`src/thermo_pkg.sv`:
```
// register map, field positions and reset values of the room thermostat
// assumes an AXI4-Lite master with 32-bit data and word aligned addresses
package thermo_pkg;

  // ----------------------------------------------------------------
  // bus geometry
  // ----------------------------------------------------------------
  localparam int ADDR_W = 8;
  localparam int TEMP_W = 16;
  localparam logic [1:0] RESP_OKAY = 2'h0;
  localparam logic [1:0] RESP_SLVERR = 2'h2;

  // ----------------------------------------------------------------
  // register offsets (byte addresses)
  // ----------------------------------------------------------------
  localparam logic [ADDR_W-1:0] OFS_CTRL = 8'h00;
  localparam logic [ADDR_W-1:0] OFS_TEMP = 8'h04;
  localparam logic [ADDR_W-1:0] OFS_BAND = 8'h08;
  localparam logic [ADDR_W-1:0] OFS_CVAR = 8'h0C;
  localparam logic [ADDR_W-1:0] OFS_PERIOD = 8'h10;
  localparam logic [ADDR_W-1:0] OFS_STATUS = 8'h14;
  localparam logic [ADDR_W-1:0] OFS_SENDS = 8'h18;
  localparam logic [ADDR_W-1:0] OFS_SETPT = 8'h20; // eight words, index {cool, mode}
  localparam int SETPT_N = 8;

  // ----------------------------------------------------------------
  // control word fields
  // ----------------------------------------------------------------
  localparam int CTRL_W = 7;
  localparam int CTRL_EN = 0;
  localparam int CTRL_PWM = 1;
  localparam int CTRL_COOL = 2;
  localparam int CTRL_ALT = 3;
  localparam int CTRL_MODE = 4; // two bits: comfort, stand-by, economy, protection
  localparam int CTRL_RADIANT = 6;
  localparam int BAND_COOL = 16; // cooling band in the upper half of the band word
  localparam int CVAR_W = 8;
  localparam int STAT_CMD = 0;
  localparam int STAT_RUN = 1;
  localparam int STAT_ALT = 2;

  // ----------------------------------------------------------------
  // reset values (temperatures in tenths of a degree Celsius)
  // ----------------------------------------------------------------
  localparam logic [CTRL_W-1:0] CTRL_RESET = 7'h00;
  localparam logic [TEMP_W-1:0] TEMP_RESET = 16'h00C8;
  localparam logic [TEMP_W-1:0] HBAND_RESET = 16'h0005;
  localparam logic [TEMP_W-1:0] CBAND_RESET = 16'h0005;
  localparam logic [TEMP_W-1:0] SETPT_HEAT_RESET = 16'h00D2;
  localparam logic [TEMP_W-1:0] SETPT_COOL_RESET = 16'h0104;
  localparam logic [CVAR_W-1:0] CVAR_RESET = 8'h00;
  localparam logic [31:0] PERIOD_RESET = 32'h0000_1000;

endpackage : thermo_pkg
```
`src/hyst_decide.sv`:
```
// two-point decision with hysteresis for one season
// assumes signed temperatures; all inputs on the caller's clock
`timescale 1ns/1ns
module hyst_decide #(
  parameter int W = 16
) (
  // operands
  input wire logic signed [W-1:0] temp,
  input wire logic signed [W-1:0] setpt,
  input wire logic [W-1:0] band,
  // configuration
  input wire logic cool,
  input wire logic alt,
  // present and next command
  input wire logic cur,
  output logic nxt
);

  // one extra bit so setpoint plus band cannot wrap
  logic signed [W:0] t;
  logic signed [W:0] on_th;
  logic signed [W:0] off_th;
  logic turn_on;
  logic turn_off;

  // thresholds per season and placement
  always_comb begin
    t = {temp[W-1], temp};
    on_th = {setpt[W-1], setpt};
    off_th = {setpt[W-1], setpt};
    if (!cool && !alt) begin
      on_th = {setpt[W-1], setpt} - {1'b0, band};
    end else if (!cool && alt) begin
      off_th = {setpt[W-1], setpt} + {1'b0, band};
    end else if (cool && !alt) begin
      on_th = {setpt[W-1], setpt} + {1'b0, band};
    end else begin
      off_th = {setpt[W-1], setpt} - {1'b0, band};
    end
    // default cooling turns off strictly below, alternate cooling at the threshold
    turn_on = cool ? (t > on_th) : (t < on_th);
    turn_off = cool ? (alt ? (t <= off_th) : (t < off_th)) : (t >= off_th);
    // between the thresholds the command is held
    nxt = cur ? !turn_off : turn_on;
  end

endmodule : hyst_decide

```
`src/thermo_ctrl.sv`:
```
// room thermostat decision logic with an AXI4-Lite register file
// assumes one clock, synchronous active-low reset, a single-issue bus master
`timescale 1ns/1ns
module thermo_ctrl (
  // clock and reset
  input wire logic aclk,
  input wire logic aresetn,
  // write address channel
  input wire logic awvalid,
  output logic awready,
  input wire logic [thermo_pkg::ADDR_W-1:0] awaddr,
  input wire logic [2:0] awprot,
  // write data channel
  input wire logic wvalid,
  output logic wready,
  input wire logic [31:0] wdata,
  input wire logic [3:0] wstrb,
  // write response channel
  output logic bvalid,
  input wire logic bready,
  output logic [1:0] bresp,
  // read address channel
  input wire logic arvalid,
  output logic arready,
  input wire logic [thermo_pkg::ADDR_W-1:0] araddr,
  input wire logic [2:0] arprot,
  // read data channel
  output logic rvalid,
  input wire logic rready,
  output logic [31:0] rdata,
  output logic [1:0] rresp,
  // command towards the actuator link
  output logic cmd,
  output logic cmd_send,
  output logic pwm_running
);

  localparam int TW = thermo_pkg::TEMP_W;
  // setpoint words end here; words above are refused rather than aliased onto slot 0
  localparam int SETPT_END = int'(thermo_pkg::OFS_SETPT) + 4 * thermo_pkg::SETPT_N;

  // ----------------------------------------------------------------
  // state
  // ----------------------------------------------------------------
  typedef struct packed {
    logic aw_got;
    logic [thermo_pkg::ADDR_W-1:0] aw_addr;
    logic w_got;
    logic [31:0] w_data;
    logic [3:0] w_strb;
    logic bvalid;
    logic [1:0] bresp;
    logic rvalid;
    logic [31:0] rdata;
    logic [1:0] rresp;
    logic [thermo_pkg::CTRL_W-1:0] ctrl;
    logic [TW-1:0] temp;
    logic [TW-1:0] hband;
    logic [TW-1:0] cband;
    logic [thermo_pkg::CVAR_W-1:0] cvar;
    logic [31:0] period;
    logic [thermo_pkg::SETPT_N-1:0][TW-1:0] setpt;
    logic [2:0] act_idx;
    logic running;
    logic [31:0] cnt;
    logic [31:0] on_len;
    logic cmd;
    logic send;
    logic [15:0] sends;
  } state_s;

  state_s s;
  state_s next_s;

  logic en;
  logic pwm;
  logic cool;
  logic alt_eff;
  logic [2:0] idx;
  logic [TW-1:0] sp;
  logic hyst_nxt;
  logic wr_fire;
  logic sp_chg;
  logic wrap;
  logic [31:0] merged;
  logic [39:0] prod;

  // byte lane merge for partial writes
  function automatic logic [31:0] merge_bytes(input logic [31:0] old, input logic [31:0] data,
                                             input logic [3:0] strb);
    logic [31:0] r;
    r = old;
    for (int i = 0; i < 4; i++) begin
      if (strb[i]) begin
        r[8*i +: 8] = data[8*i +: 8];
      end
    end
    return r;
  endfunction : merge_bytes

  // read mux, unmapped words answer zero with an error
  function automatic logic [32:0] read_word(input state_s st, input logic [thermo_pkg::ADDR_W-1:0] a,
                                            input logic alt_on);
    logic [32:0] r;
    r = {1'b0, 32'h0000_0000};
    unique case (a)
      thermo_pkg::OFS_CTRL: r[thermo_pkg::CTRL_W-1:0] = st.ctrl;
      thermo_pkg::OFS_TEMP: r[TW-1:0] = st.temp;
      thermo_pkg::OFS_BAND: r[31:0] = {st.cband, st.hband};
      thermo_pkg::OFS_CVAR: r[thermo_pkg::CVAR_W-1:0] = st.cvar;
      thermo_pkg::OFS_PERIOD: r[31:0] = st.period;
      thermo_pkg::OFS_STATUS: begin
        r[thermo_pkg::STAT_CMD] = st.cmd;
        r[thermo_pkg::STAT_RUN] = st.running;
        r[thermo_pkg::STAT_ALT] = alt_on;
      end
      thermo_pkg::OFS_SENDS: r[15:0] = st.sends;
      default: begin
        if (a >= thermo_pkg::OFS_SETPT && a[1:0] == 2'h0 && int'(a) < SETPT_END) begin
          r[TW-1:0] = st.setpt[a[4:2]];
        end else begin
          r[32] = 1'b1;
        end
      end
    endcase
    return r;
  endfunction : read_word

  // ----------------------------------------------------------------
  // decoded configuration
  // ----------------------------------------------------------------
  assign en = s.ctrl[thermo_pkg::CTRL_EN];
  assign pwm = s.ctrl[thermo_pkg::CTRL_PWM];
  assign cool = s.ctrl[thermo_pkg::CTRL_COOL];
  // radiant panels unlock the swapped band placement, otherwise default sides
  assign alt_eff = s.ctrl[thermo_pkg::CTRL_ALT] && s.ctrl[thermo_pkg::CTRL_RADIANT];
  assign idx = {cool, s.ctrl[thermo_pkg::CTRL_MODE +: 2]};
  assign sp = s.setpt[idx];

  // season decision; each season has its own band
  hyst_decide #(
    .W(TW)
  ) u_hyst (
    .temp(s.temp),
    .setpt(sp),
    .band(cool ? s.cband : s.hband),
    .cool(cool),
    .alt(alt_eff),
    .cur(s.cmd),
    .nxt(hyst_nxt)
  );

  // ----------------------------------------------------------------
  // bus handshakes
  // ----------------------------------------------------------------
  // one write at a time: channels close until the response is taken
  assign awready = !s.aw_got && !s.bvalid;
  assign wready = !s.w_got && !s.bvalid;
  assign arready = !s.rvalid;
  assign bvalid = s.bvalid;
  assign bresp = s.bresp;
  assign rvalid = s.rvalid;
  assign rdata = s.rdata;
  assign rresp = s.rresp;
  assign cmd = s.cmd;
  assign cmd_send = s.send;
  assign pwm_running = s.running;
  assign wr_fire = s.aw_got && s.w_got && !s.bvalid;

  // ----------------------------------------------------------------
  // next state
  // ----------------------------------------------------------------
  always_comb begin
    next_s = s;
    merged = merge_bytes(32'h0000_0000, s.w_data, s.w_strb);
    prod = 40'(s.period) * 40'(s.cvar);
    sp_chg = 1'b0;
    // address and data are accepted in either order
    if (awvalid && awready) begin
      next_s.aw_got = 1'b1;
      next_s.aw_addr = awaddr;
    end
    if (wvalid && wready) begin
      next_s.w_got = 1'b1;
      next_s.w_data = wdata;
      next_s.w_strb = wstrb;
    end
    if (s.bvalid && bready) begin
      next_s.bvalid = 1'b0;
    end
    // register writes once both halves are held
    if (wr_fire) begin
      next_s.aw_got = 1'b0;
      next_s.w_got = 1'b0;
      next_s.bvalid = 1'b1;
      next_s.bresp = thermo_pkg::RESP_OKAY;
      unique case (s.aw_addr)
        thermo_pkg::OFS_CTRL: begin
          merged = merge_bytes({25'h0000000, s.ctrl}, s.w_data, s.w_strb);
          next_s.ctrl = merged[thermo_pkg::CTRL_W-1:0];
        end
        thermo_pkg::OFS_TEMP: begin
          merged = merge_bytes({16'h0000, s.temp}, s.w_data, s.w_strb);
          next_s.temp = merged[TW-1:0];
        end
        thermo_pkg::OFS_BAND: begin
          merged = merge_bytes({s.cband, s.hband}, s.w_data, s.w_strb);
          next_s.hband = merged[TW-1:0];
          next_s.cband = merged[thermo_pkg::BAND_COOL +: TW];
        end
        thermo_pkg::OFS_CVAR: begin
          merged = merge_bytes({24'h000000, s.cvar}, s.w_data, s.w_strb);
          next_s.cvar = merged[thermo_pkg::CVAR_W-1:0];
        end
        thermo_pkg::OFS_PERIOD: begin
          merged = merge_bytes(s.period, s.w_data, s.w_strb);
          next_s.period = merged;
        end
        thermo_pkg::OFS_STATUS, thermo_pkg::OFS_SENDS: begin
          next_s.bresp = thermo_pkg::RESP_SLVERR;
        end
        default: begin
          if (s.aw_addr >= thermo_pkg::OFS_SETPT && s.aw_addr[1:0] == 2'h0 && int'(s.aw_addr) < SETPT_END) begin
            merged = merge_bytes({16'h0000, s.setpt[s.aw_addr[4:2]]}, s.w_data, s.w_strb);
            next_s.setpt[s.aw_addr[4:2]] = merged[TW-1:0];
            // only a new value on the slot in use counts as a change
            sp_chg = (s.aw_addr[4:2] == idx) && (merged[TW-1:0] != sp);
          end else begin
            next_s.bresp = thermo_pkg::RESP_SLVERR;
          end
        end
      endcase
    end
    // reads answer one cycle after the address is taken
    if (s.rvalid && rready) begin
      next_s.rvalid = 1'b0;
    end
    if (arvalid && arready) begin
      next_s.rvalid = 1'b1;
      {next_s.rresp[1], next_s.rdata} = read_word(s, araddr, alt_eff);
      next_s.rresp[0] = 1'b0;
    end
    // a switch of mode or season selects another setpoint, also a change
    next_s.act_idx = idx;
    if (idx != s.act_idx) begin
      sp_chg = 1'b1;
    end
    // pwm cycle: restart on wrap, on entry and on a setpoint change
    wrap = (s.cnt + 32'h0000_0001) >= s.period;
    next_s.running = en && pwm;
    if (!(en && pwm)) begin
      next_s.cnt = 32'h0000_0000;
    end else if (!s.running || sp_chg || wrap) begin
      next_s.cnt = 32'h0000_0000;
      next_s.on_len = prod[39:8];
    end else begin
      next_s.cnt = s.cnt + 32'h0000_0001;
    end
    // command: off when disabled, duty in pwm, hysteresis otherwise
    if (!en) begin
      next_s.cmd = 1'b0;
    end else if (pwm) begin
      next_s.cmd = s.running && (s.cnt < s.on_len);
    end else begin
      next_s.cmd = hyst_nxt;
    end
    // each change of the command is sent once
    next_s.send = next_s.cmd != s.cmd;
    if (next_s.send) begin
      next_s.sends = s.sends + 16'h0001;
    end
  end

  // ----------------------------------------------------------------
  // state register
  // ----------------------------------------------------------------
  always_ff @(posedge aclk) begin
    if (!aresetn) begin
      s <= '0;
      s.ctrl <= thermo_pkg::CTRL_RESET;
      s.temp <= thermo_pkg::TEMP_RESET;
      s.hband <= thermo_pkg::HBAND_RESET;
      s.cband <= thermo_pkg::CBAND_RESET;
      s.cvar <= thermo_pkg::CVAR_RESET;
      s.period <= thermo_pkg::PERIOD_RESET;
      for (int i = 0; i < thermo_pkg::SETPT_N; i++) begin
        s.setpt[i] <= (i >= thermo_pkg::SETPT_N / 2) ? thermo_pkg::SETPT_COOL_RESET
                                                     : thermo_pkg::SETPT_HEAT_RESET;
      end
      // command off and no cycle running after reset
      s.cmd <= 1'b0;
      s.running <= 1'b0;
    end else begin
      s <= next_s;
    end
  end

  // ----------------------------------------------------------------
  // checks
  // ----------------------------------------------------------------
  // widened operands so the thresholds cannot wrap
  logic signed [TW:0] t17;
  logic signed [TW:0] sp17;
  logic hyst_sel;
  logic signed [TW:0] hb17;
  logic signed [TW:0] cb17;
  assign t17 = {s.temp[TW-1], s.temp};
  assign sp17 = {sp[TW-1], sp};
  assign hyst_sel = en && !pwm;
  // bands as signed operands, so a negative temperature compares as signed
  assign hb17 = {1'b0, s.hband};
  assign cb17 = {1'b0, s.cband};
endmodule : thermo_ctrl

```
`config.mk`:
```
export PLATFORM = sky130hd
export DESIGN_NAME = thermo_ctrl
export DESIGN_NICKNAME = d
export VERILOG_FILES = /design/src/thermo_pkg.sv /design/src/hyst_decide.sv /design/src/thermo_ctrl.sv
export SDC_FILE = /design/constraint.sdc
export NUM_CORES = 2
export LEC_CHECK = 0
export BUFFER_PORTS_ARGS = -buffer_cell sky130_fd_sc_hd__buf_2
export CAP_MARGIN = 20
export CORE_AREA = 2 2 223 225
export DETAILED_ROUTE_END_ITERATION = 10
export DIE_AREA = 0 0 225 227
export PLACE_DENSITY = 0.82
export SYNTH_ARGS = -nofsm -noshare
export SYNTH_HDL_FRONTEND = slang
export SYNTH_SLANG_ARGS = --single-unit
export TNS_END_PERCENT = 50
```
`constraint.sdc`:
```
create_clock -name aclk -period 11.2 [get_ports aclk]
set_input_delay 2.8 -clock aclk [delete_from_list [all_inputs] [get_ports aclk]]
set_output_delay 2.8 -clock aclk [all_outputs]
set_load 0.01 [all_outputs]
```
==> out/qor.csv <==
stage;metric;value;unit
synth;dominant synthesized flop cell;dfxtp_1;
critical_path;Slowest cell on crit path;dfxtp_2;
global_route;GR Util All Layers;35.7;%
critical_path;slowest cell delay on critical path;800;ps
worst_hold_path;HP Class;reg -> reg;
die;DIE AREA;0.0511;mm^2
place;global placement routability congestion;1.02;
synth;ys async rst share;0;%
critical_path;Worst setup SP type;flop;
global_route;vias in the first global route;26400;
synth;top cell type's share of synthesized area;25.1;%
power;maximum VDD drop;120;uV
synth;Post-synth EDFFs;0;
sta;minimum clock period;8460;ps
outcome;outcome;completed;
synth;Post-Synthesis Cells;3504;
sta;Max Clock Freq;118;MHz
clock_network;CTS Hold Buffers Added;0;
final_layout;Syn-to-layout area delta;6.53;%
routing;Via density;6.55;
final_layout;fraction of layout cells with a size suffix above 1;9.93;%
critical_path;Buf+Inv Stages, Crit Path;2;
power;total power;0.00325;W
clock_network;Worst-path clk slew;60;ps
die;chip width;225;um
sta;Final Cycle Share;75.5;%
die;DIE HEIGHT;227;um
clock_network;clk buf depth;3;
place;number of port buffers;100;
routing;final wirelength;91700;um
critical_path;CP max FO;24;
die;Rows;81;
sta;Slew @ Worst Pin;1130;ps
die;IO Count;109;
routing;via count;26600;
global_route;initial antenna violation count;2;
clock_network;CTS tree;done;
sta;final hold viol count;0;
place;worst slack, placed;3110;ps
clock_network;Resized Gates After CTS;0;
synth;syn avg cell area;8.91;um^2
synth;post-synthesis sequential area ratio;25.1;%
critical_path;CP Class;reg -> reg;
routing;DR WL/cell;22.5;um
global_route;first-pass GRT wire length;143000;um
die;core area;0.0485;mm^2
sta;setup TNS;0;ps
routing;initial DRC count;2664;
clock_network;total CTS buffers;44;
sta;worst setup margin;2740;ps
critical_path;CP required;11760;ps
critical_path;Worst Path Arrival;9020;ps
sta;Slew Limit Fails;0;
routing;# DRC;0;
synth;largest cells by area after synthesis;dfxtp_1 25%, fa_1 12%, ha_1 7.5%;
sta;slew margin rel.;24.5;%
power;pwr dens;97.8;mW/mm^2
clock_network;CTS sink count;391;
die;initial core utilization;64.3;%
final_layout;FILL cells;3598;
final_layout;nets;3845;
clock_network;Setup Buffers After CTS;0;
place;DP Wirelength;65100;um
synth;post-synth top area cell;dfxtp_1;
clock_network;H-tree levels;2;
clock_network;latest clock arrival within the worst-skew pair;620;ps
job;# Max-Cap Violations;0;
synth;Mapped Area;0.0312;mm^2
synth;Netlist cell types;73;
power;Leak;15.8;nW
synth;post-synthesis register bit count;391;
critical_path;Crit path top cell by count;nand2_1;
routing;drt first pass iters;7;
critical_path;CP delay by family, top;compound AO/OA/AOI/OAI gates;
sta;final setup vio count;0;
routing;ANT nets after route;0;
synth;Synth warnings;0;
sta;clock skew;27.0;ps
sta;RSZ-0062 raised after global routing;no;
clock_network;root buf cell;clkbuf_16;
global_route;grt ovf;0;
critical_path;crit end category;flop;
global_route;largest net degree at the start of global routing;165;
[cells by family (layout without fill, tap and decap cells)]
family	after synthesis	count (layout)	share of synthesized area, %
other	1	3	0.0120
xor gates and xnor gates	112	112	3.14
AOI/OAI and AO/OA	610	610	14.4
adders and majority gates	369	369	19.1
DFF	391	391	25.1
buffers and inverters	557	496	7.38
muxes	312	312	13.1
and+or+nand+nor	1152	1152	17.8
[cell usage after synthesis (33+ instances only)]
| cell type | instances |
|---|---|
| nor2_1 | 158 |
| buf_4 | 42 |
| a21oi_1 | 87 |
| nand3_1 | 35 |
| xnor2_1 | 73 |
| mux2i_1 | 228 |
| xor2_1 | 39 |
| a21boi_0 | 52 |
| fa_1 | 181 |
| o211a_1 | 115 |
| a21o_1 | 33 |
| clkbuf_1 | 200 |
| mux4_2 | 75 |
| nor2b_1 | 125 |
| and3_1 | 48 |
| o21ai_0 | 121 |
| nand2_1 | 509 |
| dfxtp_1 | 391 |
| and2_1 | 121 |
| ha_1 | 188 |
| inv_1 | 276 |
[area by class of cell]
class	count	area, um^2	area share (%)
timing repair buffer	140	887	2.67
clock buffer	58	1240	3.74
clock inverter	21	300	0.903
multi-input combinational	2557	21200	63.6
inverter	277	1040	3.13
tap	622	778	2.34
sequential	391	7840	23.6
antenna	1	2.50	0.00753
[state kept, by name (all words and copies together), names as in the netlist, 2 cells and up]
| name | cells |
|---|---|
| s | 315 |
| rdata | 32 |
| cb17 | 16 |
| hb17 | 16 |
| idx | 2 |
[stage by stage]
step,util [%],cells,hold WS (ps),cell area [um^2]
floorplan,-,3505,443,31200
global placement,65.1,3982,455,31600
global route,68.5,4066,491,33200
finish,68.5,4067,473,33200
detailed placement,65.1,3983,462,31600
CTS,68.2,4062,471,33100
[worst paths after layout]
kind         startpoint      to  slack [ps]  cells after the start
min reg2reg      s[384]  s[384]         470                      2
max reg2reg      idx[1]    s[4]        2740                     28
min              s[384]  s[384]         470                      2
max              idx[1]    s[4]        2740                     28
[report_power, final]
part	internal, W	leakage [nW]	switching (W)
registers	0.00141	3.17	0.0000304
logic	0.0000972	11.9	0.000166
clock network	0.000907	0.755	0.000637
[layout by cell type, fill, tap and decap left out, types with 30 or more instances in the layout]
master	n
buf_2	99
inv_1	276
nand3_1	35
and2_1	121
buf_4	35
fa_1	181
a21boi_0	52
mux2i_1	228
and3_1	48
o21ai_0	121
ha_1	188
o211a_1	115
nand4_1	30
clkbuf_16	44
mux4_2	75
nor2_1	151
a21oi_1	87
nand2_1	508
a21o_1	33
nor2b_1	123
xnor2_1	73
xor2_1	39
dfxtp_1	386
[per-layer routing]
metal / up-vias / global-route usage [%] / share of wire (%)
met3: 384 / 7.69 / 10
met5: - / 0 / 0.014
li1: 11800 / - / -
met2: 1549 / 57.2 / 46
met4: 2 / 21.7 / 6.4
met1: 12900 / 44.5 / 38
[worst min-delay path, delay by kind of cell (launching register included)]
kind,cells,cell delay [ps]
AO/OA/AOI/OAI,1,60
flip-flops,1,310
AND/OR/NAND/NOR,1,50
No activity file was read; power rests on OpenSTA's default activity.
